===== config.mk =====
export PLATFORM = sky130hd
export DESIGN_NAME = gfc_pin_function
export DESIGN_NICKNAME = d
export VERILOG_FILES = /design/src/gfc_pkg.sv /design/src/gfc_glitch_filter.sv /design/src/gfc_pin_function.sv
export SDC_FILE = /design/constraint.sdc
export NUM_CORES = 1
export LEC_CHECK = 0
export BUFFER_PORTS_ARGS = -buffer_cell sky130_fd_sc_hd__clkbuf_2
export CAP_MARGIN = 0
export CORE_UTILIZATION = 45
export DETAILED_ROUTE_END_ITERATION = 16
export GPL_TIMING_DRIVEN = 1
export PLACE_DENSITY = 0.72
export SYNTH_ARGS = -nofsm -noshare
export SYNTH_HDL_FRONTEND = slang
export SYNTH_SLANG_ARGS = --single-unit
export TNS_END_PERCENT = 10

===== constraint.sdc =====
create_clock -name mclk -period 2.72 [get_ports mclk]
set_input_delay 0.136 -clock mclk [delete_from_list [all_inputs] [get_ports mclk]]
set_output_delay 0.136 -clock mclk [all_outputs]
set_load 0.05 [all_outputs]

===== src/gfc_pkg.sv =====
// Constants, field layout and types of the multifunction pin block
package gfc_pkg;

  // Register addresses, direct and PMBus alias
  localparam logic [7:0] PIN_CFG_ADDR      = 8'h24;
  localparam logic [7:0] DEV_MODE_ADDR     = 8'h25;
  localparam logic [7:0] PMB_PIN_CFG_CODE  = 8'he8;
  localparam logic [7:0] PMB_DEV_MODE_CODE = 8'he9;
  localparam logic [7:0] PMB_PAGE          = 8'hff;

  // Values after reset
  localparam logic [15:0] PIN_CFG_RESET  = 16'h0000;
  localparam logic [15:0] DEV_MODE_RESET = 16'h0000;
  // Bit 14 of the pin register is not stored
  localparam logic [15:0] PIN_CFG_MASK   = 16'hbfff;

  // Pin configuration fields
  localparam int FILT_BIT   = 15;
  localparam int OUT_EN_BIT = 13;
  localparam int OSEL_LSB   = 9;
  localparam int CHM_LSB    = 5;
  localparam int IFN_LSB    = 1;
  localparam int IN_EN_BIT  = 0;
  localparam int FIELD_W    = 4;
  // Channel mask bits
  localparam int CHM_CH1_BIT = 0;
  localparam int CHM_CH0_BIT = 3;

  // Device mode fields
  localparam int LOWPWR_BIT = 13;
  localparam int SHUT_LSB   = 8;

  // Output select codes
  localparam logic [3:0] OSEL_MEM_BUSY = 4'h1;
  localparam logic [3:0] OSEL_CH1_BUSY = 4'h4;
  localparam logic [3:0] OSEL_CH0_BUSY = 4'h7;
  localparam logic [3:0] OSEL_CH1_WIN  = 4'h8;
  localparam logic [3:0] OSEL_CH0_WIN  = 4'hb;

  // Input function codes
  localparam logic [3:0] IFN_FAULT_DUMP = 4'h2;
  localparam logic [3:0] IFN_CUR_PWR    = 4'h3;
  localparam logic [3:0] IFN_VOLT_PWR   = 4'h4;
  localparam logic [3:0] IFN_SHUTDOWN   = 4'h5;
  localparam logic [3:0] IFN_CLEAR      = 4'h7;
  localparam logic [3:0] IFN_LOAD       = 4'h8;
  localparam logic [3:0] IFN_WAVE       = 4'h9;
  localparam logic [3:0] IFN_MARGIN     = 4'ha;
  localparam logic [3:0] IFN_RESET      = 4'hb;
  localparam logic [3:0] IFN_NVM_WP     = 4'hc;
  localparam logic [3:0] IFN_MAP_LOCK   = 4'hd;

  // Shutdown behaviours
  typedef enum logic [1:0] {
    GFC_SHUT_HIZ,
    GFC_SHUT_STORED,
    GFC_SHUT_MARGIN_LO,
    GFC_SHUT_MARGIN_HI
  } gfc_shut_t;

  // Glitch filter timing
  localparam int CLK_MHZ       = 25;
  localparam int FILTER_NS     = 100;
  localparam int FILTER_CYCLES = (FILTER_NS * CLK_MHZ + 999) / 1000;

endpackage


===== src/gfc_glitch_filter.sv =====
// Glitch filter: output follows input only after it stays stable
`timescale 1ns/1ps
module gfc_glitch_filter #(
  parameter int STABLE_CYCLES = gfc_pkg::FILTER_CYCLES
) (
  input  wire logic mclk,
  input  wire logic rstSyncN,
  input  wire logic din,
  output logic      dout
);

  typedef struct packed {
    logic       last;
    logic [7:0] count;
    logic       value;
  } gfc_filt_t;

  gfc_filt_t filt_reg;
  gfc_filt_t filt_next;

  always_comb begin
    filt_next = filt_reg;
    filt_next.last = din;
    if (din != filt_reg.last) begin
      filt_next.count = 8'h00;
    end else if (filt_reg.count < 8'(STABLE_CYCLES)) begin
      filt_next.count = filt_reg.count + 8'h01;
    end else begin
      filt_next.value = din;
    end
  end

  always_ff @(posedge mclk or negedge rstSyncN) begin
    if (!rstSyncN) begin
      filt_reg <= '{last: 1'b1, count: 8'h00, value: 1'b1};
    end else begin
      filt_reg <= filt_next;
    end
  end

  assign dout = filt_reg.value;

endmodule


===== src/gfc_pin_function.sv =====
// Multifunction pin: configuration registers, output status mux, input actions
`timescale 1ns/1ps
module gfc_pin_function #(
  parameter int FILTER_CYCLES = gfc_pkg::FILTER_CYCLES
) (
  input  wire logic                mclk,
  input  wire logic                rstn,
  // Pin, split into its three signals
  input  wire logic                pinIn,
  output logic                     pinOut,
  output logic                     pinOe,
  // Register access from the serial interface logic
  input  wire logic                pmbusMode,
  input  wire logic [7:0]          pmbusPage,
  input  wire logic [7:0]          regAddr,
  input  wire logic                regWrEn,
  input  wire logic [15:0]         regWrData,
  input  wire logic                regRdEn,
  output logic [15:0]              regRdData,
  output logic                     regRdValid,
  input  wire logic                regWrUnlockField,
  input  wire logic                regWrResetField,
  input  wire logic                regWrViaI2c,
  output logic                     mapWriteAllow,
  // Status sources for the output mux
  input  wire logic                memoryBusy,
  input  wire logic                chan0Busy,
  input  wire logic                chan1Busy,
  input  wire logic                chan0WindowResult,
  input  wire logic                chan1WindowResult,
  // Per-channel settings, index 0 is channel 0
  input  wire logic [1:0]          chanSyncUpdateSetting,
  // Stored configuration image for reload after pin reset
  input  wire logic                nvmPinCfgSaved,
  input  wire logic [15:0]         nvmPinCfgImage,
  // Actions
  output logic                     faultDumpPulse,
  output logic                     shutdownStartPulse,
  output logic                     clearOutputs,
  output logic [1:0]               currentOutputPowerDown,
  output logic [1:0]               voltageOutputPowerDown,
  output logic [1:0]               outputLoadUpdatePulse,
  output logic [1:0]               waveStartPulse,
  output logic [1:0]               waveStopPulse,
  output logic [1:0]               marginLowPulse,
  output logic [1:0]               marginHighPulse,
  output logic                     deviceResetHold,
  output logic                     nvmProgramAllow,
  output logic                     mapLocked,
  // Mode register fields
  output logic                     lowPowerSelect,
  output gfc_pkg::gfc_shut_t       shutdownAction
);

  typedef struct packed {
    logic        pinSync1;
    logic        pinSync2;
    logic        pinPrev;
    logic        pinValid;
    logic [15:0] pinCfg;
    logic [15:0] devMode;
    logic        pinOutVal;
    logic [15:0] rdData;
    logic        rdValid;
    logic        faultDump;
    logic        shutStart;
    logic        clearOut;
    logic [1:0]  curPd;
    logic [1:0]  voltPd;
    logic [1:0]  loadUpd;
    logic [1:0]  waveStart;
    logic [1:0]  waveStop;
    logic [1:0]  marLo;
    logic [1:0]  marHi;
    logic        devReset;
    logic        nvmAllow;
    logic        locked;
  } gfc_state_t;

  gfc_state_t st_reg;
  gfc_state_t st_next;

  logic [1:0] rstPipe;
  logic       rstSyncN;
  logic       pinFiltered;

  // Reset release through two flops
  always_ff @(posedge mclk or negedge rstn) begin
    if (!rstn) begin
      rstPipe <= 2'b00;
    end else begin
      rstPipe <= {rstPipe[0], 1'b1};
    end
  end
  assign rstSyncN = rstPipe[1];

  // Filter always runs, so enabling it finds a settled history
  gfc_glitch_filter #(
    .STABLE_CYCLES (FILTER_CYCLES)
  ) u_filter (
    .mclk     (mclk),
    .rstSyncN (rstSyncN),
    .din      (st_reg.pinSync2),
    .dout     (pinFiltered)
  );

  // Address hit in direct or PMBus space
  function automatic logic addrHit(input logic pmb, input logic [7:0] page,
                                   input logic [7:0] addr, input logic [7:0] direct,
                                   input logic [7:0] code);
    addrHit = pmb ? (page == gfc_pkg::PMB_PAGE && addr == code) : (addr == direct);
  endfunction

  // Four-bit field of the pin register from its lowest bit
  function automatic logic [3:0] cfgField(input logic [15:0] cfg,
                                          input int          lsb);
    cfgField = cfg[lsb +: gfc_pkg::FIELD_W];
  endfunction

  // Word as stored, with the unused bit held at zero
  function automatic logic [15:0] storeCfg(input logic [15:0] word);
    storeCfg = word & gfc_pkg::PIN_CFG_MASK;
  endfunction

  // One pulse for each enabled channel on a detected edge
  function automatic logic [1:0] chanPulse(input logic       hit,
                                           input logic [1:0] mask);
    chanPulse = {2{hit}} & mask;
  endfunction

  // Decoded view of the current configuration
  logic [3:0] outSel;
  logic [3:0] inFunc;
  logic [1:0] chanEn;
  logic       pinLevel;
  logic       fallEdge;
  logic       riseEdge;
  logic       hitCfg;
  logic       hitMode;
  logic       writeOk;

  always_comb begin
    outSel   = cfgField(st_reg.pinCfg, gfc_pkg::OSEL_LSB);
    inFunc   = cfgField(st_reg.pinCfg, gfc_pkg::IFN_LSB);
    // Mask bit 0 is channel 1, bit 3 is channel 0
    chanEn   = {st_reg.pinCfg[gfc_pkg::CHM_LSB + gfc_pkg::CHM_CH1_BIT],
                st_reg.pinCfg[gfc_pkg::CHM_LSB + gfc_pkg::CHM_CH0_BIT]};
    pinLevel = st_reg.pinCfg[gfc_pkg::FILT_BIT] ? pinFiltered : st_reg.pinSync2;
    fallEdge = st_reg.pinValid & st_reg.pinPrev & ~pinLevel;
    riseEdge = st_reg.pinValid & ~st_reg.pinPrev & pinLevel;
    hitCfg   = addrHit(pmbusMode, pmbusPage, regAddr,
                       gfc_pkg::PIN_CFG_ADDR, gfc_pkg::PMB_PIN_CFG_CODE);
    hitMode  = addrHit(pmbusMode, pmbusPage, regAddr,
                       gfc_pkg::DEV_MODE_ADDR, gfc_pkg::PMB_DEV_MODE_CODE);
    writeOk  = ~st_reg.locked;

    st_next = st_reg;
    // Two-flop synchroniser for the pin
    st_next.pinSync1  = pinIn;
    st_next.pinSync2  = st_reg.pinSync1;
    // Previous level from the same source, so a filter switch while idle is no edge
    st_next.pinPrev   = pinLevel;
    st_next.pinValid  = 1'b1;
    // Pulses last one cycle unless renewed
    st_next.faultDump = 1'b0;
    st_next.shutStart = 1'b0;
    st_next.clearOut  = 1'b0;
    st_next.loadUpd   = 2'b00;
    st_next.waveStart = 2'b00;
    st_next.waveStop  = 2'b00;
    st_next.marLo     = 2'b00;
    st_next.marHi     = 2'b00;

    // Status routed to the pin
    // Unused codes park the pin low
    unique case (outSel)
      gfc_pkg::OSEL_MEM_BUSY: st_next.pinOutVal = memoryBusy;
      gfc_pkg::OSEL_CH1_BUSY: st_next.pinOutVal = chan1Busy;
      gfc_pkg::OSEL_CH0_BUSY: st_next.pinOutVal = chan0Busy;
      gfc_pkg::OSEL_CH1_WIN:  st_next.pinOutVal = chan1WindowResult;
      gfc_pkg::OSEL_CH0_WIN:  st_next.pinOutVal = chan0WindowResult;
      default:                st_next.pinOutVal = 1'b0;
    endcase

    // Register writes, blocked while the map is locked
    // Pin actions below ignore the lock
    if (regWrEn && writeOk) begin
      if (hitCfg) begin
        st_next.pinCfg = storeCfg(regWrData);
      end
      if (hitMode) begin
        st_next.devMode = regWrData;
      end
    end

    // Input actions
    if (st_reg.pinCfg[gfc_pkg::IN_EN_BIT]) begin
      unique case (inFunc)
        gfc_pkg::IFN_FAULT_DUMP: st_next.faultDump = fallEdge;
        gfc_pkg::IFN_CUR_PWR: begin
          if (fallEdge) begin
            st_next.curPd = st_reg.curPd | chanEn;
          end else if (riseEdge) begin
            st_next.curPd = st_reg.curPd & ~chanEn;
          end
        end
        gfc_pkg::IFN_VOLT_PWR: begin
          if (fallEdge) begin
            st_next.voltPd = st_reg.voltPd | chanEn;
          end else if (riseEdge) begin
            st_next.voltPd = st_reg.voltPd & ~chanEn;
          end
        end
        gfc_pkg::IFN_SHUTDOWN: st_next.shutStart = fallEdge;
        gfc_pkg::IFN_CLEAR:    st_next.clearOut = ~pinLevel;
        gfc_pkg::IFN_LOAD: begin
          st_next.loadUpd = chanPulse(fallEdge, chanEn & chanSyncUpdateSetting);
        end
        gfc_pkg::IFN_WAVE: begin
          st_next.waveStop  = chanPulse(fallEdge, chanEn);
          st_next.waveStart = chanPulse(riseEdge, chanEn);
        end
        gfc_pkg::IFN_MARGIN: begin
          st_next.marLo = chanPulse(fallEdge, chanEn);
          st_next.marHi = chanPulse(riseEdge, chanEn);
        end
        gfc_pkg::IFN_RESET: begin
          if (fallEdge) begin
            st_next.devReset = 1'b1;
          end else if (riseEdge && st_reg.devReset) begin
            st_next.devReset = 1'b0;
            // Reload wins over a write in the same cycle
            st_next.pinCfg   = nvmPinCfgSaved ? storeCfg(nvmPinCfgImage)
                                              : gfc_pkg::PIN_CFG_RESET;
            st_next.devMode  = gfc_pkg::DEV_MODE_RESET;
            // Outputs powered up, programming blocked, map unlocked
            st_next.curPd    = 2'b00;
            st_next.voltPd   = 2'b00;
            st_next.nvmAllow = 1'b0;
            st_next.locked   = 1'b0;
          end
        end
        gfc_pkg::IFN_NVM_WP: begin
          if (fallEdge) begin
            st_next.nvmAllow = 1'b1;
          end else if (riseEdge) begin
            st_next.nvmAllow = 1'b0;
          end
        end
        gfc_pkg::IFN_MAP_LOCK: begin
          if (fallEdge) begin
            st_next.locked = 1'b0;
          end else if (riseEdge) begin
            st_next.locked = 1'b1;
          end
        end
        default: begin
          // Invalid code, no action
        end
      endcase
    end

    // Read answer one cycle after the request
    // A write in the same cycle is not yet visible
    st_next.rdValid = regRdEn;
    if (regRdEn) begin
      if (hitCfg) begin
        st_next.rdData = st_reg.pinCfg;
      end else if (hitMode) begin
        st_next.rdData = st_reg.devMode;
      end else begin
        st_next.rdData = 16'h0000;
      end
    end
  end

  // Whole state registered on the synchronised reset
  always_ff @(posedge mclk or negedge rstSyncN) begin
    if (!rstSyncN) begin
      st_reg <= '{pinSync1: 1'b1, pinSync2: 1'b1, pinPrev: 1'b1,
                  pinValid: 1'b0, pinCfg: gfc_pkg::PIN_CFG_RESET,
                  devMode: gfc_pkg::DEV_MODE_RESET,
                  pinOutVal: 1'b0, rdData: 16'h0000, rdValid: 1'b0,
                  faultDump: 1'b0, shutStart: 1'b0, clearOut: 1'b0,
                  curPd: 2'b00, voltPd: 2'b00, loadUpd: 2'b00,
                  waveStart: 2'b00, waveStop: 2'b00, marLo: 2'b00,
                  marHi: 2'b00, devReset: 1'b0, nvmAllow: 1'b0,
                  locked: 1'b0};
    end else begin
      st_reg <= st_next;
    end
  end

  assign pinOe                  = st_reg.pinCfg[gfc_pkg::OUT_EN_BIT];
  // Pin low whenever the output drive is off
  assign pinOut                 = st_reg.pinOutVal & pinOe;
  assign regRdData              = st_reg.rdData;
  assign regRdValid             = st_reg.rdValid;
  // Unlock key always, reset field only over I2C
  assign mapWriteAllow          = ~st_reg.locked | regWrUnlockField
                                  | (regWrResetField & regWrViaI2c);
  assign faultDumpPulse         = st_reg.faultDump;
  assign shutdownStartPulse     = st_reg.shutStart;
  assign clearOutputs           = st_reg.clearOut;
  assign currentOutputPowerDown = st_reg.curPd;
  assign voltageOutputPowerDown = st_reg.voltPd;
  assign outputLoadUpdatePulse  = st_reg.loadUpd;
  assign waveStartPulse         = st_reg.waveStart;
  assign waveStopPulse          = st_reg.waveStop;
  assign marginLowPulse         = st_reg.marLo;
  assign marginHighPulse        = st_reg.marHi;
  assign deviceResetHold        = st_reg.devReset;
  assign nvmProgramAllow        = st_reg.nvmAllow;
  assign mapLocked              = st_reg.locked;
  assign lowPowerSelect         = st_reg.devMode[gfc_pkg::LOWPWR_BIT];
  assign shutdownAction         = gfc_pkg::gfc_shut_t'(st_reg.devMode[gfc_pkg::SHUT_LSB +: 2]);

endmodule


* After elaboration in Yosys (flattened, before gate mapping)
Cells that the tools add are included.
Operators by class: add/sub/neg operators 1, magnitude comparators 1, equality and inequality tests 28, mux-type cells 41, bitwise operators 22, reduce and logical (&&, ||, !) cells 16
Operators with widths (number):
- 2-to-1 mux 32 bit | 5
- 2-to-1 mux 16 bit | 5
- equality test 4 bit, second input constant | 8
- equality test 8 bit, second input constant | 3
- equality test 4 x 3 -> 1 bit, second input constant | 5
- 2-to-1 mux 20 bit | 1
- AND reduction 5 bit | 4
- equality test 8 x 6 -> 1 bit, second input constant | 2
- 2-to-1 mux 4 bit | 4
- 2-to-1 mux 8 bit | 2
- AND 2 bit | 6
- 2-to-1 mux 1 bit | 12
- 2-to-1 mux 2 bit | 6
- inequality test 3 bit, second input constant | 4
- nonzero test 2 bit | 6
- adder 8 x 1 -> 8 bit, second input constant | 1
- equality test 4 x 2 -> 1 bit, second input constant | 2
- less-than comparator 8 x 2 -> 1 bit, second input constant | 1
- case mux 2 bit (2 select lines) | 2
- AND 1 bit | 6
- NOT 1 bit | 5
- case mux 1 bit (5 select lines) | 1
- equality test 4 x 1 -> 1 bit, second input constant | 1
- logical AND 1 bit | 4
- other kinds (9) | 13
Storage, ports and cells: register bits 86, input port bits 65, output and inout port bits 43, word-level logic and storage cells 135

* Longest topological paths before layout
Gate-level depths: netlist of run 1.
word-level depth 9, depth in mapped cells 7, depth with buffers taken out 5

* Modules after synthesis
From an unflattened synthesis of run 1, not the netlist that was laid out.
Second synthesis, totals: cell total of the unflattened synthesis 390, area total of the unflattened synthesis 4116.4 µm²
Modules (own cells, without submodules):
- gfc_pin_function | instances 1, cells an instance 358, area an instance 3716.1 µm², sequential area each 1905.6 µm²
- gfc_glitch_filter | instances 1, cells an instance 32, area an instance 400.4 µm², sequential area each 252.7 µm²

* Worst setup path before layout of run 1
No wires, ideal clock.
path kind reg2reg, from register st_reg[72] (netlist name), to register st_reg, in the netlist pinOe, library setup time 137 ps, data arrival time 1784 ps, required time 2583 ps, slack 799 ps, cell stages (with the launch flop) 7, buffers on the path 2, clock period less this slack 1921 ps, path through dfstp_2 > mux2i_1 > or4_1 > buf_2 > buf_2 > a22oi_1 > mux2i_1
RTL lines:
- from (decl) | line gfc_pin_function.sv:80 | gfc_state_t st_reg;
- from (signal assigned) | line gfc_pin_function.sv:280 | st_reg <= '{pinSync1: 1'b1, pinSync2: 1'b1, pinPrev: 1'b1,
- from (signal assigned) | line gfc_pin_function.sv:290 | st_reg <= st_next;

==> results.sh, run 1 <==
export IMPL_postSynth_topFlopCell="sky130_fd_sc_hd__dfrtp_1"
export IMPL_core_area_sq_mm=0.00937
export IMPL_globalplace_congestion=0.854
export IMPL_powerDensity_mw_per_mm2=528
export IMPL_filler_cell_count=877
export IMPL_finalMaxSlewViolations=0
export IMPL_min_period_ns=2.33
export IMPL_area_post_placement_sq_mm=0.00479
export IMPL_period_share_pct=85.6
export IMPL_areaGrowthSynthToFinish_pct=15.2
export IMPL_track_usage_pct=20.0
export IMPL_startpoint_type_of_the_worst_setup_path="register"
export IMPL_final_setup_skew_ns=0.0139
export IMPL_clk_latency_ns=0.35
export IMPL_antenna_cells=0
export IMPL_worst_r2r_cell_count=5
export IMPL_worst_slew_pin_transition_ns=1.16
export IMPL_syn_cell_area_sq_mm=0.00442
export IMPL_synth_top_cell_by_area="sky130_fd_sc_hd__dfrtp_1"
export IMPL_power_net_switching_mw=0.616
export IMPL_fp_dieArea_sq_mm=0.0102
export IMPL_final_hold_violation_count=0
export IMPL_ys_types=54
export IMPL_num_nets_final=568
export IMPL_setup_repair_after_global_routing_missed_its_margin="false"
export IMPL_fmax_mhz=429
export IMPL_finish_utilization_pct=54.3
export IMPL_synth_area_top_cells="sky130_fd_sc_hd__dfrtp_1 46%, sky130_fd_sc_hd__mux2i_1 7.5%, sky130_fd_sc_hd__buf_4 5.4%, sky130_fd_sc_hd__nand2_1 5.3%, sky130_fd_sc_hd__a22oi_1 4.9%"
export IMPL_viasPerCell=5.40
export IMPL_vias=3426
export IMPL_hold_buffers=5
export IMPL_timing_rr_end="inFunc[3]$_DFF_PN0_"
export IMPL_sequential_cell_area_sq_mm=0.00216
export IMPL_hold_slack_ns=0.0135
export IMPL_vdd_ir_drop_max_v=0.000306
export IMPL_dp_worst_setup_slack_ns=0.414
export IMPL_cts_resized=0
export IMPL_routed_wl_um=9690
export IMPL_worst_setup_sp="inFunc[2]$_DFF_PN0_"
export IMPL_placement_io_buffers=106
export IMPL_cts_post_setup_buffers_inserted=0
export IMPL_drt_first_pass_iters=4
export IMPL_comb_power_share_pct=8.7
export IMPL_synthesis_area_per_instance_sq_um=10.3
export IMPL_setup_violations=0
export IMPL_post_route_worst_setup_slack_ns=0.391
export IMPL_drv_cap=0
export IMPL_yosys_top_cells_count="81 x sky130_fd_sc_hd__dfrtp_1, 62 x sky130_fd_sc_hd__nand2_1, 33 x sky130_fd_sc_hd__mux2i_1, 32 x sky130_fd_sc_hd__buf_4, 29 x sky130_fd_sc_hd__a22oi_1"
export IMPL_setup_worst_path_class="reg2reg"
export IMPL_total_leakage_power_nw=2.57
export IMPL_cts_inserted_buffers=9
export IMPL_run_status="complete, no violations"
export IMPL_layout_drive_gt1_share_pct=31.0
export IMPL_grt_antenna_before_repair=0
export IMPL_dr_first_iter_drc_count=137
export IMPL_ctsLongestPathBuffers=2
export IMPL_number_of_synthesized_flops_with_an_enable_pin=0
export IMPL_post_route_cell_area_sq_mm=0.00509
export IMPL_clock_power_share_pct=40.3
export IMPL_post_drt_wl_per_cell_um=15.3
export IMPL_largest_reg_flops=22
export IMPL_setup_tns_final_ns=0
export IMPL_io_pins=108
export IMPL_ant_nets=0
export IMPL_cp_endpoint="inFunc[3]$_DFF_PN0_"
export IMPL_relSlewSlack_pct=22.8
export IMPL_synth_yosys_warnings=0
export IMPL_hpwl_um=6850
export IMPL_class_of_the_most_critical_hold_timing_path="in2reg"
export IMPL_cts_reportedPaths_clkPinSlew_ns=0.09
export IMPL_floorplan_die_width_um=101
export IMPL_floorplan_rows=35
export IMPL_fp_dieH_um=101
export IMPL_cts_num_sinks=86
export IMPL_post_synth_inst_count=430
export IMPL_p_sw_share_pct=22.9
export IMPL_critical_path_max_fanout=62
export IMPL_cts_root_buf="sky130_fd_sc_hd__clkbuf_8"
export IMPL_largest_net_degree_at_the_start_of_global_routing=85
export IMPL_route_detailed_drc=0
export IMPL_most_frequently_used_cell_type_in_the_post_synthesis_netlist="sky130_fd_sc_hd__dfrtp_1"
export IMPL_reg2reg_slack_ns=0.39
export IMPL_seq_total_area_yosys_pct=48.9
export IMPL_initial_utilization_pct=47.1
export IMPL_asyncSetResetFlopFracSynth_pct=100
export IMPL_global_route_wire_length_before_repair_um=15800
export IMPL_synth_top_cell_area_share_pct=45.9
export IMPL_h_tree_depth=3
export IMPL_power_share_sequential_pct=51.0
export IMPL_timing_rr_start="inFunc[2]$_DFF_PN0_"
export IMPL_overflow=0
export IMPL_worstSetupEndpointType="register"
export IMPL_multiInputGateArea_sq_mm=0.00182
export IMPL_tritoncts="yes"
export IMPL_first_global_vias=3265
export IMPL_cell_internal_power_mw=2.07
export IMPL_critical_path_arrival_ns=2.51
export IMPL_ys_ff_latch=86
export IMPL_critPathRequiredTime_ns=2.91
[worst min path at each step]
stage	from	slack [ns]	cells past startpoint	to
global placement	rstn	-0.08	1	rstPipe[0]$_DFF_PN0_
finish	regWrData[10]	0.01	3	st_reg[48]$_DFF_PN0_
floorplan	rstn	-0.16	0	rstPipe[0]$_DFF_PN0_
CTS	regWrData[10]	0.0004	3	st_reg[48]$_DFF_PN0_
detailed placement	rstn	-0.08	1	rstPipe[0]$_DFF_PN0_
global route	regWrData[10]	0.005	3	st_reg[48]$_DFF_PN0_
[power groups by stage]
stage / combinational, mW / sequential [mW] / clock (mW)
after floorplan: 0.143 / 1.38 / 0
after CTS: 0.235 / 1.37 / 1.10
after global routing: 0.263 / 1.38 / 1.16
after global placement: 0.218 / 1.39 / 0
final: 0.235 / 1.37 / 1.08
after detailed placement: 0.228 / 1.40 / 0
[per-layer routing]
| metal | wire (um) | vias to the layer above | global-route usage, % |
|---|---|---|---|
| met5 | 0 | - | 0 |
| met3 | 628 | 9 | 4.51 |
| met2 | 4600 | 118 | 31.2 |
| met4 | 97 | 0 | 7.13 |
| li1 | - | 1632 | - |
| met1 | 4360 | 1667 | 27.3 |
[cell type report]
class	count	share of cell area (%)
Sequential cell	86	42.5
Clock buffer	10	2.70
Multi-Input combinational cell	267	35.7
Tap cell	129	3.17
Timing Repair Buffer	117	12.3
Inverter	21	1.55
Clock inverter	5	2.11
[kinds of logic (layout without fill, tap and decap cells)]
kind of cell	after synthesis	after routing	share of synthesized area (%)
buffers and inverters	78	153	10.3
other	1	2	0.0849
AOI/OAI and AO/OA	77	77	12.1
xor gates and xnor gates	2	2	0.397
DFF	86	86	48.9
muxes	48	48	11.3
and+or+nand+nor	137	137	16.7
adders and majority gates	1	1	0.283
[cells in the final DEF, fill, tap and decap left out, types with 4 or more instances in the layout]
| cell type | netlist | final |
|---|---|---|
| sky130_fd_sc_hd__nor3_1 | 8 | 8 |
| sky130_fd_sc_hd__mux2_2 | 15 | 15 |
| sky130_fd_sc_hd__clkbuf_2 | 0 | 106 |
| sky130_fd_sc_hd__o21ai_0 | 5 | 5 |
| sky130_fd_sc_hd__dlygate4sd3_1 | 0 | 5 |
| sky130_fd_sc_hd__nand2_1 | 62 | 62 |
| sky130_fd_sc_hd__buf_4 | 32 | 6 |
| sky130_fd_sc_hd__dfstp_2 | 5 | 5 |
| sky130_fd_sc_hd__nor2_1 | 6 | 6 |
| sky130_fd_sc_hd__nor4_1 | 6 | 5 |
| sky130_fd_sc_hd__mux2i_1 | 33 | 33 |
| sky130_fd_sc_hd__and2_1 | 9 | 9 |
| sky130_fd_sc_hd__and3_1 | 15 | 15 |
| sky130_fd_sc_hd__nand2b_1 | 4 | 4 |
| sky130_fd_sc_hd__dfrtp_1 | 81 | 80 |
| sky130_fd_sc_hd__inv_1 | 20 | 20 |
| sky130_fd_sc_hd__clkbuf_8 | 0 | 10 |
| sky130_fd_sc_hd__a22oi_1 | 29 | 29 |
| sky130_fd_sc_hd__nand3_1 | 4 | 4 |
| sky130_fd_sc_hd__o22ai_1 | 16 | 16 |
| sky130_fd_sc_hd__a21oi_1 | 10 | 10 |
[through the flow]
step           instances  total power, mW
2_1_floorplan        431             1.52
3_3_place_gp         615             1.61
3_5_place_dp         615             1.62
4_1_cts              635             2.71
5_1_grt              635             2.80
6_report             635             2.69
[worst max-delay path: stages, from the launching register on]
cell and delay (ns):
sky130_fd_sc_hd__dfrtp_1 0.45, sky130_fd_sc_hd__nand3b_2 0.35, sky130_fd_sc_hd__or4_2 0.66, sky130_fd_sc_hd__buf_4 0.33, sky130_fd_sc_hd__a22oi_1 0.26, sky130_fd_sc_hd__mux2i_1 0.10
No activity file was read; power rests on OpenSTA's default activity.
==> run 2, diff against run 1 <==
PLACE_DENSITY = 0.69   (was 0.72)
clock period = 2.4 ns   (was 2.72 ns; I/O delays follow)
==> run 2 against run 1 <==
Worst setup slack got worse by 0.12 ns; hold slack got worse by 0.0033 ns; routed wire length rose by 2.4%; fmax up 9.6%; highest routed layer unchanged; total power grew 7.8%; combinational power increased by 29%; largest cell class unchanged.
==> results.sh, run 2 (same netlist as run 1, synthesis figures left out) <==
export IMPL_startpoint_type_of_the_worst_setup_path="register"
export IMPL_num_nets_final=585
export IMPL_setup_tns_final_ns=0
export IMPL_hpwl_um=7080
export IMPL_dr_first_iter_drc_count=170
export IMPL_critical_path_arrival_ns=2.31
export IMPL_cts_resized=0
export IMPL_hold_slack_ns=0.0102
export IMPL_fp_dieArea_sq_mm=0.0102
export IMPL_post_route_worst_setup_slack_ns=0.276
export IMPL_hold_buffers=14
export IMPL_ant_nets=0
export IMPL_cts_post_setup_buffers_inserted=0
export IMPL_critical_path_max_fanout=62
export IMPL_min_period_ns=2.12
export IMPL_class_of_the_most_critical_hold_timing_path="in2reg"
export IMPL_placement_io_buffers=106
export IMPL_globalplace_congestion=0.815
export IMPL_cts_root_buf="sky130_fd_sc_hd__clkbuf_8"
export IMPL_viasPerCell=5.27
export IMPL_antenna_cells=0
export IMPL_mostFrequentLayoutCells="106 x sky130_fd_sc_hd__clkbuf_2, 80 x sky130_fd_sc_hd__dfrtp_1, 62 x sky130_fd_sc_hd__nand2_1"
export IMPL_areaGrowthSynthToFinish_pct=18.4
export IMPL_grt_antenna_before_repair=0
export IMPL_first_global_vias=3298
export IMPL_worst_hold_path_num_cells=3
export IMPL_layout_drive_gt1_share_pct=31.5
export IMPL_initial_utilization_pct=47.1
export IMPL_h_tree_depth=3
export IMPL_worst_r2r_cell_count=5
export IMPL_setup_worst_path_class="reg2reg"
export IMPL_path_depth=5
export IMPL_cts_reportedPaths_clkPinSlew_ns=0.08
export IMPL_track_usage_pct=20.6
export IMPL_run_status="complete, no violations"
export IMPL_largest_reg_flops=22
export IMPL_drt_first_pass_iters=4
export IMPL_powerDensity_mw_per_mm2=554
export IMPL_total_leakage_power_nw=2.64
export IMPL_setup_violations=0
export IMPL_ctsLongestPathBuffers=2
export IMPL_worstSetupEndpointType="register"
export IMPL_overflow=0
export IMPL_final_setup_skew_ns=0.0104
export IMPL_finish_utilization_pct=55.8
export IMPL_floorplan_die_width_um=101
export IMPL_cp_num_buf_inv=1
export IMPL_path_delay_family="simple AND/OR/NAND/NOR gates"
export IMPL_timing_critical_path_cells="nand3b_2, or4_2, buf_12, a22oi_1, mux2i_1"
export IMPL_global_route_wire_length_before_repair_um=16100
export IMPL_route_detailed_drc=0
export IMPL_critPathRequiredTime_ns=2.59
export IMPL_fmax_mhz=471
export IMPL_core_area_sq_mm=0.00937
export IMPL_fp_dieH_um=101
export IMPL_mostFrequentLayoutCell="sky130_fd_sc_hd__clkbuf_2"
export IMPL_setup_repair_after_global_routing_missed_its_margin="false"
export IMPL_io_pins=108
export IMPL_largest_net_degree_at_the_start_of_global_routing=63
export IMPL_vdd_ir_drop_max_v=0.000257
export IMPL_cts_num_sinks=86
export IMPL_drv_cap=0
export IMPL_finalMaxSlewViolations=0
export IMPL_post_drt_wl_per_cell_um=15.2
export IMPL_floorplan_rows=35
export IMPL_crit_path_max_incr_delay_ns=0.70
export IMPL_dp_worst_setup_slack_ns=0.303
export IMPL_routed_wl_um=9910
export IMPL_clk_latency_ns=0.36
export IMPL_timing_critical_path_slowest_stage_cell="sky130_fd_sc_hd__or4_2"
export IMPL_vias=3443
export IMPL_worst_slew_pin_transition_ns=1.18
export IMPL_relSlewSlack_pct=21.3
export IMPL_tritoncts="yes"
export IMPL_cts_inserted_buffers=9
export IMPL_period_share_pct=88.5
export IMPL_final_hold_violation_count=0
==> run 2: cell count changes in the layout (fill, tap and decap cells not counted), moves of 2 or more <==
cell | before | now
sky130_fd_sc_hd__clkinvlp_4 | 0 | 2
sky130_fd_sc_hd__bufinv_16 | 3 | 1
sky130_fd_sc_hd__dlygate4sd3_1 | 5 | 14
sky130_fd_sc_hd__buf_12 | 0 | 2
sky130_fd_sc_hd__buf_4 | 6 | 12
sky130_fd_sc_hd__clkinv_4 | 2 | 0
==> run 2: path summary, 6_finish.rpt <==
path	startpoint	to	slack, ns
max	inFunc[2]$_DFF_PN0_	inFunc[3]$_DFF_PN0_	0.28
min reg2reg	rstPipe[1]$_DFF_PN0_	mapLocked$_DFFE_PN0P_	0.24
min	regWrData[5]	st_reg[43]$_DFF_PN0_	0.01
min in group asynchronous	rstn	rstPipe[0]$_DFF_PN0_	0.08
max in group asynchronous	rstPipe[1]$_DFF_PN0_	u_filter.dout$_DFFE_PN1P_	1.51
max reg2reg	inFunc[2]$_DFF_PN0_	inFunc[3]$_DFF_PN0_	0.28
==> run 2: through the flow <==
step	total power [mW]	area, sq um	instances
2_1_floorplan	1.73	4420	431
3_3_place_gp	1.83	4880	623
3_5_place_dp	1.85	4880	623
4_1_cts	2.93	5230	653
5_1_grt	3.03	5230	653
6_report	2.90	5230	653
==> run 2: power breakdown <==
group | switching, mW | internal, mW
Combinational | 0.154 | 0.150
Clock | 0.520 | 0.542
Sequential | 0.0375 | 1.49
Total | 0.711 | 2.18
==> run 2: layout make-up <==
| type | instances | area [sq um] |
|---|---|---|
| Multi-Input combinational cell | 267 | 1820 |
| Fill cell | 860 | 4140 |
| Clock buffer | 12 | 155 |
| Inverter | 21 | 78.8 |
| Tap cell | 129 | 161 |
| Timing Repair Buffer | 134 | 801 |
| Clock inverter | 4 | 53.8 |
| Sequential cell | 86 | 2160 |
==> run 2: per-layer routing <==
layer / global-route usage, % / up-vias / share of wire [%]
li1: - / 1663 / -
met1: 28.6 / 1671 / 47
met2: 31.5 / 96 / 47
met3: 4.09 / 13 / 5.3
met4: 8.25 / 0 / 1.4
met5: 0 / - / 0
==> run 2: tightest hold or removal path, delay by kind of cell <==
kind          cells  cell delay (ns)
buf+inv           1             0.09
simple gates      1             0.05
mux               1             0.06
==> run 3, diff against run 2 <==
ABC_AREA = 1   (was default)
CORE_UTILIZATION = 54   (was 45)
PLACE_DENSITY = 0.8   (was 0.69)
==> run 3 against run 2 <==
Fmax is 21% higher; worst setup slack better by 0.36 ns; non-clock buffer count shrank 3; critical endpoint is now inFunc[1]$_DFF_PN0_; highest routed layer unchanged.
==> results.sh, run 3 <==
export IMPL_setup_worst_path_class="reg2reg"
export IMPL_worstSetupEndpointType="register"
export IMPL_critPathRequiredTime_ns=2.65
export IMPL_cell_internal_power_mw=2.06
export IMPL_worst_setup_sp="st_reg[72]$_DFF_PN1_"
export IMPL_post_synth_xor_area_fraction_pct=0.195
export IMPL_yosys_top_cells_count="226 x sky130_fd_sc_hd__nand2_1, 81 x sky130_fd_sc_hd__dfrtp_1, 74 x sky130_fd_sc_hd__inv_1, 69 x sky130_fd_sc_hd__nor2_1, 54 x sky130_fd_sc_hd__nand3_1"
export IMPL_drv_cap=0
export IMPL_fmax_mhz=568
export IMPL_largest_reg_flops=22
export IMPL_floorplan_die_width_um=93.1
export IMPL_synth_top_cell_area_share_pct=45.2
export IMPL_synth_top_cell_by_area="sky130_fd_sc_hd__dfrtp_1"
export IMPL_fp_dieArea_sq_mm=0.00867
export IMPL_post_synth_inst_count=611
export IMPL_finish_utilization_pct=66.6
export IMPL_relSlewSlack_pct=55.4
export IMPL_dr_first_iter_drc_count=358
export IMPL_final_hold_violation_count=0
export IMPL_synth_area_top_cells="sky130_fd_sc_hd__dfrtp_1 45%, sky130_fd_sc_hd__nand2_1 19%, sky130_fd_sc_hd__inv_1 6.2%, sky130_fd_sc_hd__nand3_1 6.0%, sky130_fd_sc_hd__nor2_1 5.8%"
export IMPL_first_global_vias=3878
export IMPL_timing_rr_start="st_reg[72]$_DFF_PN1_"
export IMPL_hold_path_startpoint="regWrData[15]"
export IMPL_critical_path_max_fanout=32
export IMPL_cts_resized=0
export IMPL_total_leakage_power_nw=3.07
export IMPL_num_nets_final=772
export IMPL_number_of_synthesized_flops_with_an_enable_pin=0
export IMPL_areaGrowthSynthToFinish_pct=17.1
export IMPL_power_net_switching_mw=0.846
export IMPL_ant_nets=0
export IMPL_seq_total_area_yosys_pct=48.1
export IMPL_cts_reportedPaths_clkPinSlew_ns=0.09
export IMPL_final_setup_skew_ns=0.00993
export IMPL_synth_compound_area_share_pct=2.32
export IMPL_class_of_the_most_critical_hold_timing_path="in2reg"
export IMPL_period_share_pct=73.3
export IMPL_run_status="complete, no violations"
export IMPL_sequential_cell_area_sq_mm=0.00216
export IMPL_io_pins=108
export IMPL_tritoncts="yes"
export IMPL_timing_critical_path_slowest_stage_cell="sky130_fd_sc_hd__dfstp_2"
export IMPL_crit_path_max_incr_delay_ns=0.58
export IMPL_ys_types=31
export IMPL_initial_utilization_pct=56.9
export IMPL_largest_net_degree_at_the_start_of_global_routing=43
export IMPL_postSynth_topFlopCell="sky130_fd_sc_hd__dfrtp_1"
export IMPL_mostFrequentLayoutCells="226 x sky130_fd_sc_hd__nand2_1, 106 x sky130_fd_sc_hd__clkbuf_2, 80 x sky130_fd_sc_hd__dfrtp_1"
export IMPL_cts_inserted_buffers=9
export IMPL_synth_top_family_by_area="simple AND/OR/NAND/NOR gates"
export IMPL_path_delay_family="flip-flops"
export IMPL_mostFrequentLayoutCell="sky130_fd_sc_hd__nand2_1"
export IMPL_min_period_ns=1.76
export IMPL_globalplace_congestion=0.902
export IMPL_post_route_cell_area_sq_mm=0.00525
export IMPL_synth_yosys_warnings=0
export IMPL_placement_io_buffers=106
export IMPL_clock_power_share_pct=32.8
export IMPL_setup_repair_after_global_routing_missed_its_margin="false"
export IMPL_track_usage_pct=27.4
export IMPL_ys_ff_latch=86
export IMPL_post_drt_wl_per_cell_um=13.6
export IMPL_h_tree_depth=3
export IMPL_startpoint_type_of_the_worst_setup_path="register"
export IMPL_syn_cell_area_sq_mm=0.00448
export IMPL_synth_mux_area_share_pct=0
export IMPL_synthAdderAreaFrac_pct=0.279
export IMPL_clk_latency_ns=0.36
export IMPL_route_detailed_drc=0
export IMPL_antenna_cells=0
export IMPL_area_post_placement_sq_mm=0.00488
export IMPL_viasPerCell=5.05
export IMPL_finalMaxSlewViolations=0
export IMPL_p_sw_share_pct=29.1
export IMPL_power_share_sequential_pct=54.5
export IMPL_fp_dieH_um=93.1
export IMPL_core_area_sq_mm=0.00789
export IMPL_floorplan_rows=32
export IMPL_timing_critical_path_cells="inv_2, o21ai_4, nand3_4, nor2_2, nand2_2, buf_4, nand3_1, nand2_1"
export IMPL_drt_first_pass_iters=6
export IMPL_synth_simple_area_share_pct=35.5
export IMPL_layout_drive_gt1_share_pct=20.7
export IMPL_powerDensity_mw_per_mm2=554
export IMPL_ctsLongestPathBuffers=2
export IMPL_cts_root_buf="sky130_fd_sc_hd__clkbuf_8"
export IMPL_hpwl_um=7900
export IMPL_asyncSetResetFlopFracSynth_pct=100
export IMPL_cp_num_buf_inv=2
export IMPL_synthesis_area_per_instance_sq_um=7.34
export IMPL_setup_violations=0
export IMPL_multiInputGateArea_sq_mm=0.00173
export IMPL_comb_power_share_pct=12.6
export IMPL_worst_slew_pin_transition_ns=0.669
export IMPL_filler_cell_count=689
export IMPL_critical_path_arrival_ns=2.01
export IMPL_overflow=0
export IMPL_cts_num_sinks=86
export IMPL_setup_tns_final_ns=0
export IMPL_grt_antenna_before_repair=0
export IMPL_vias=4102
export IMPL_most_frequently_used_cell_type_in_the_post_synthesis_netlist="sky130_fd_sc_hd__nand2_1"
export IMPL_vdd_ir_drop_max_v=0.000341
export IMPL_routed_wl_um=11000
export IMPL_global_route_wire_length_before_repair_um=18100
run 3: layout make-up:
| class | count | area share (%) |
|---|---|---|
| Sequential cell | 86 | 41.2 |
| Multi-Input combinational cell | 402 | 32.9 |
| Timing Repair Buffer | 131 | 14.6 |
| Inverter | 76 | 5.43 |
| Clock buffer | 10 | 2.62 |
| Tap cell | 102 | 2.43 |
| Clock inverter | 6 | 0.882 |
run 3: path summary, 6_finish.rpt:
check | endpoint | slack (ns) | depth (start not counted)
setup / recovery | inFunc[1]$_DFF_PN0_ | 0.64 | 8
hold / removal | st_reg[53]$_DFF_PN0_ | 0.008 | 3
setup reg to reg | inFunc[1]$_DFF_PN0_ | 0.64 | 8
hold reg to reg | shutdownAction[0]$_DFF_PN0_ | 0.32 | 0
max in group asynchronous | st_reg[72]$_DFF_PN1_ | 1.36 | 1
min in group asynchronous | rstPipe[1]$_DFF_PN0_ | 0.07 | 2
run 3: power groups by stage:
stage               clock network, mW  logic (mW)  registers [mW]
floorplan                           0       0.210            1.62
global placement                    0       0.330            1.61
detailed placement                  0       0.339            1.61
CTS                             0.962       0.365            1.59
global route                     1.02       0.412            1.60
finish                          0.955       0.368            1.59
run 3: cells by family after synthesis:
group	count (synthesis)
compound gates	17
simple gates	381
flops	86
other cells	1
fa+ha+maj	1
xor+xnor	1
buf+inv	124
run 3: per-layer routing:
metal	track usage (%)	vias up	wire [um]
met4	12.9	0	352
met5	0	-	0
met3	4.15	30	720
li1	-	2020	-
met1	37.0	1869	4700
met2	43.6	183	5260
run 3: through the flow:
| stage | total power [mW] | worst slack [ns] | std cells | hold slack [ns] |
|---|---|---|---|---|
| 2_1_floorplan | 1.82 | 0.737 | 612 | -0.176 |
| 3_3_place_gp | 1.94 | 0.686 | 778 | -0.0935 |
| 3_5_place_dp | 1.95 | 0.625 | 778 | -0.0909 |
| 4_1_cts | 2.91 | 0.635 | 813 | 0.00433 |
| 5_1_grt | 3.03 | 0.390 | 813 | 0.0232 |
| 6_report | 2.91 | 0.641 | 813 | 0.00795 |
run 3: worst reg2reg max path: stages (launching register included):
cell and delay [ns]:
sky130_fd_sc_hd__dfstp_2 0.58, sky130_fd_sc_hd__inv_2 0.06, sky130_fd_sc_hd__o21ai_4 0.20, sky130_fd_sc_hd__nand3_4 0.13
sky130_fd_sc_hd__nor2_2 0.14, sky130_fd_sc_hd__nand2_2 0.09, sky130_fd_sc_hd__buf_4 0.25, sky130_fd_sc_hd__nand3_1 0.15
sky130_fd_sc_hd__nand2_1 0.07
run 3: repair_timing:
action / 4_1_cts / 5_1_grt
hold endpoints to repair: 20 / 0
buffers inserted: 0 / 0
hold buffers: 19 / 0
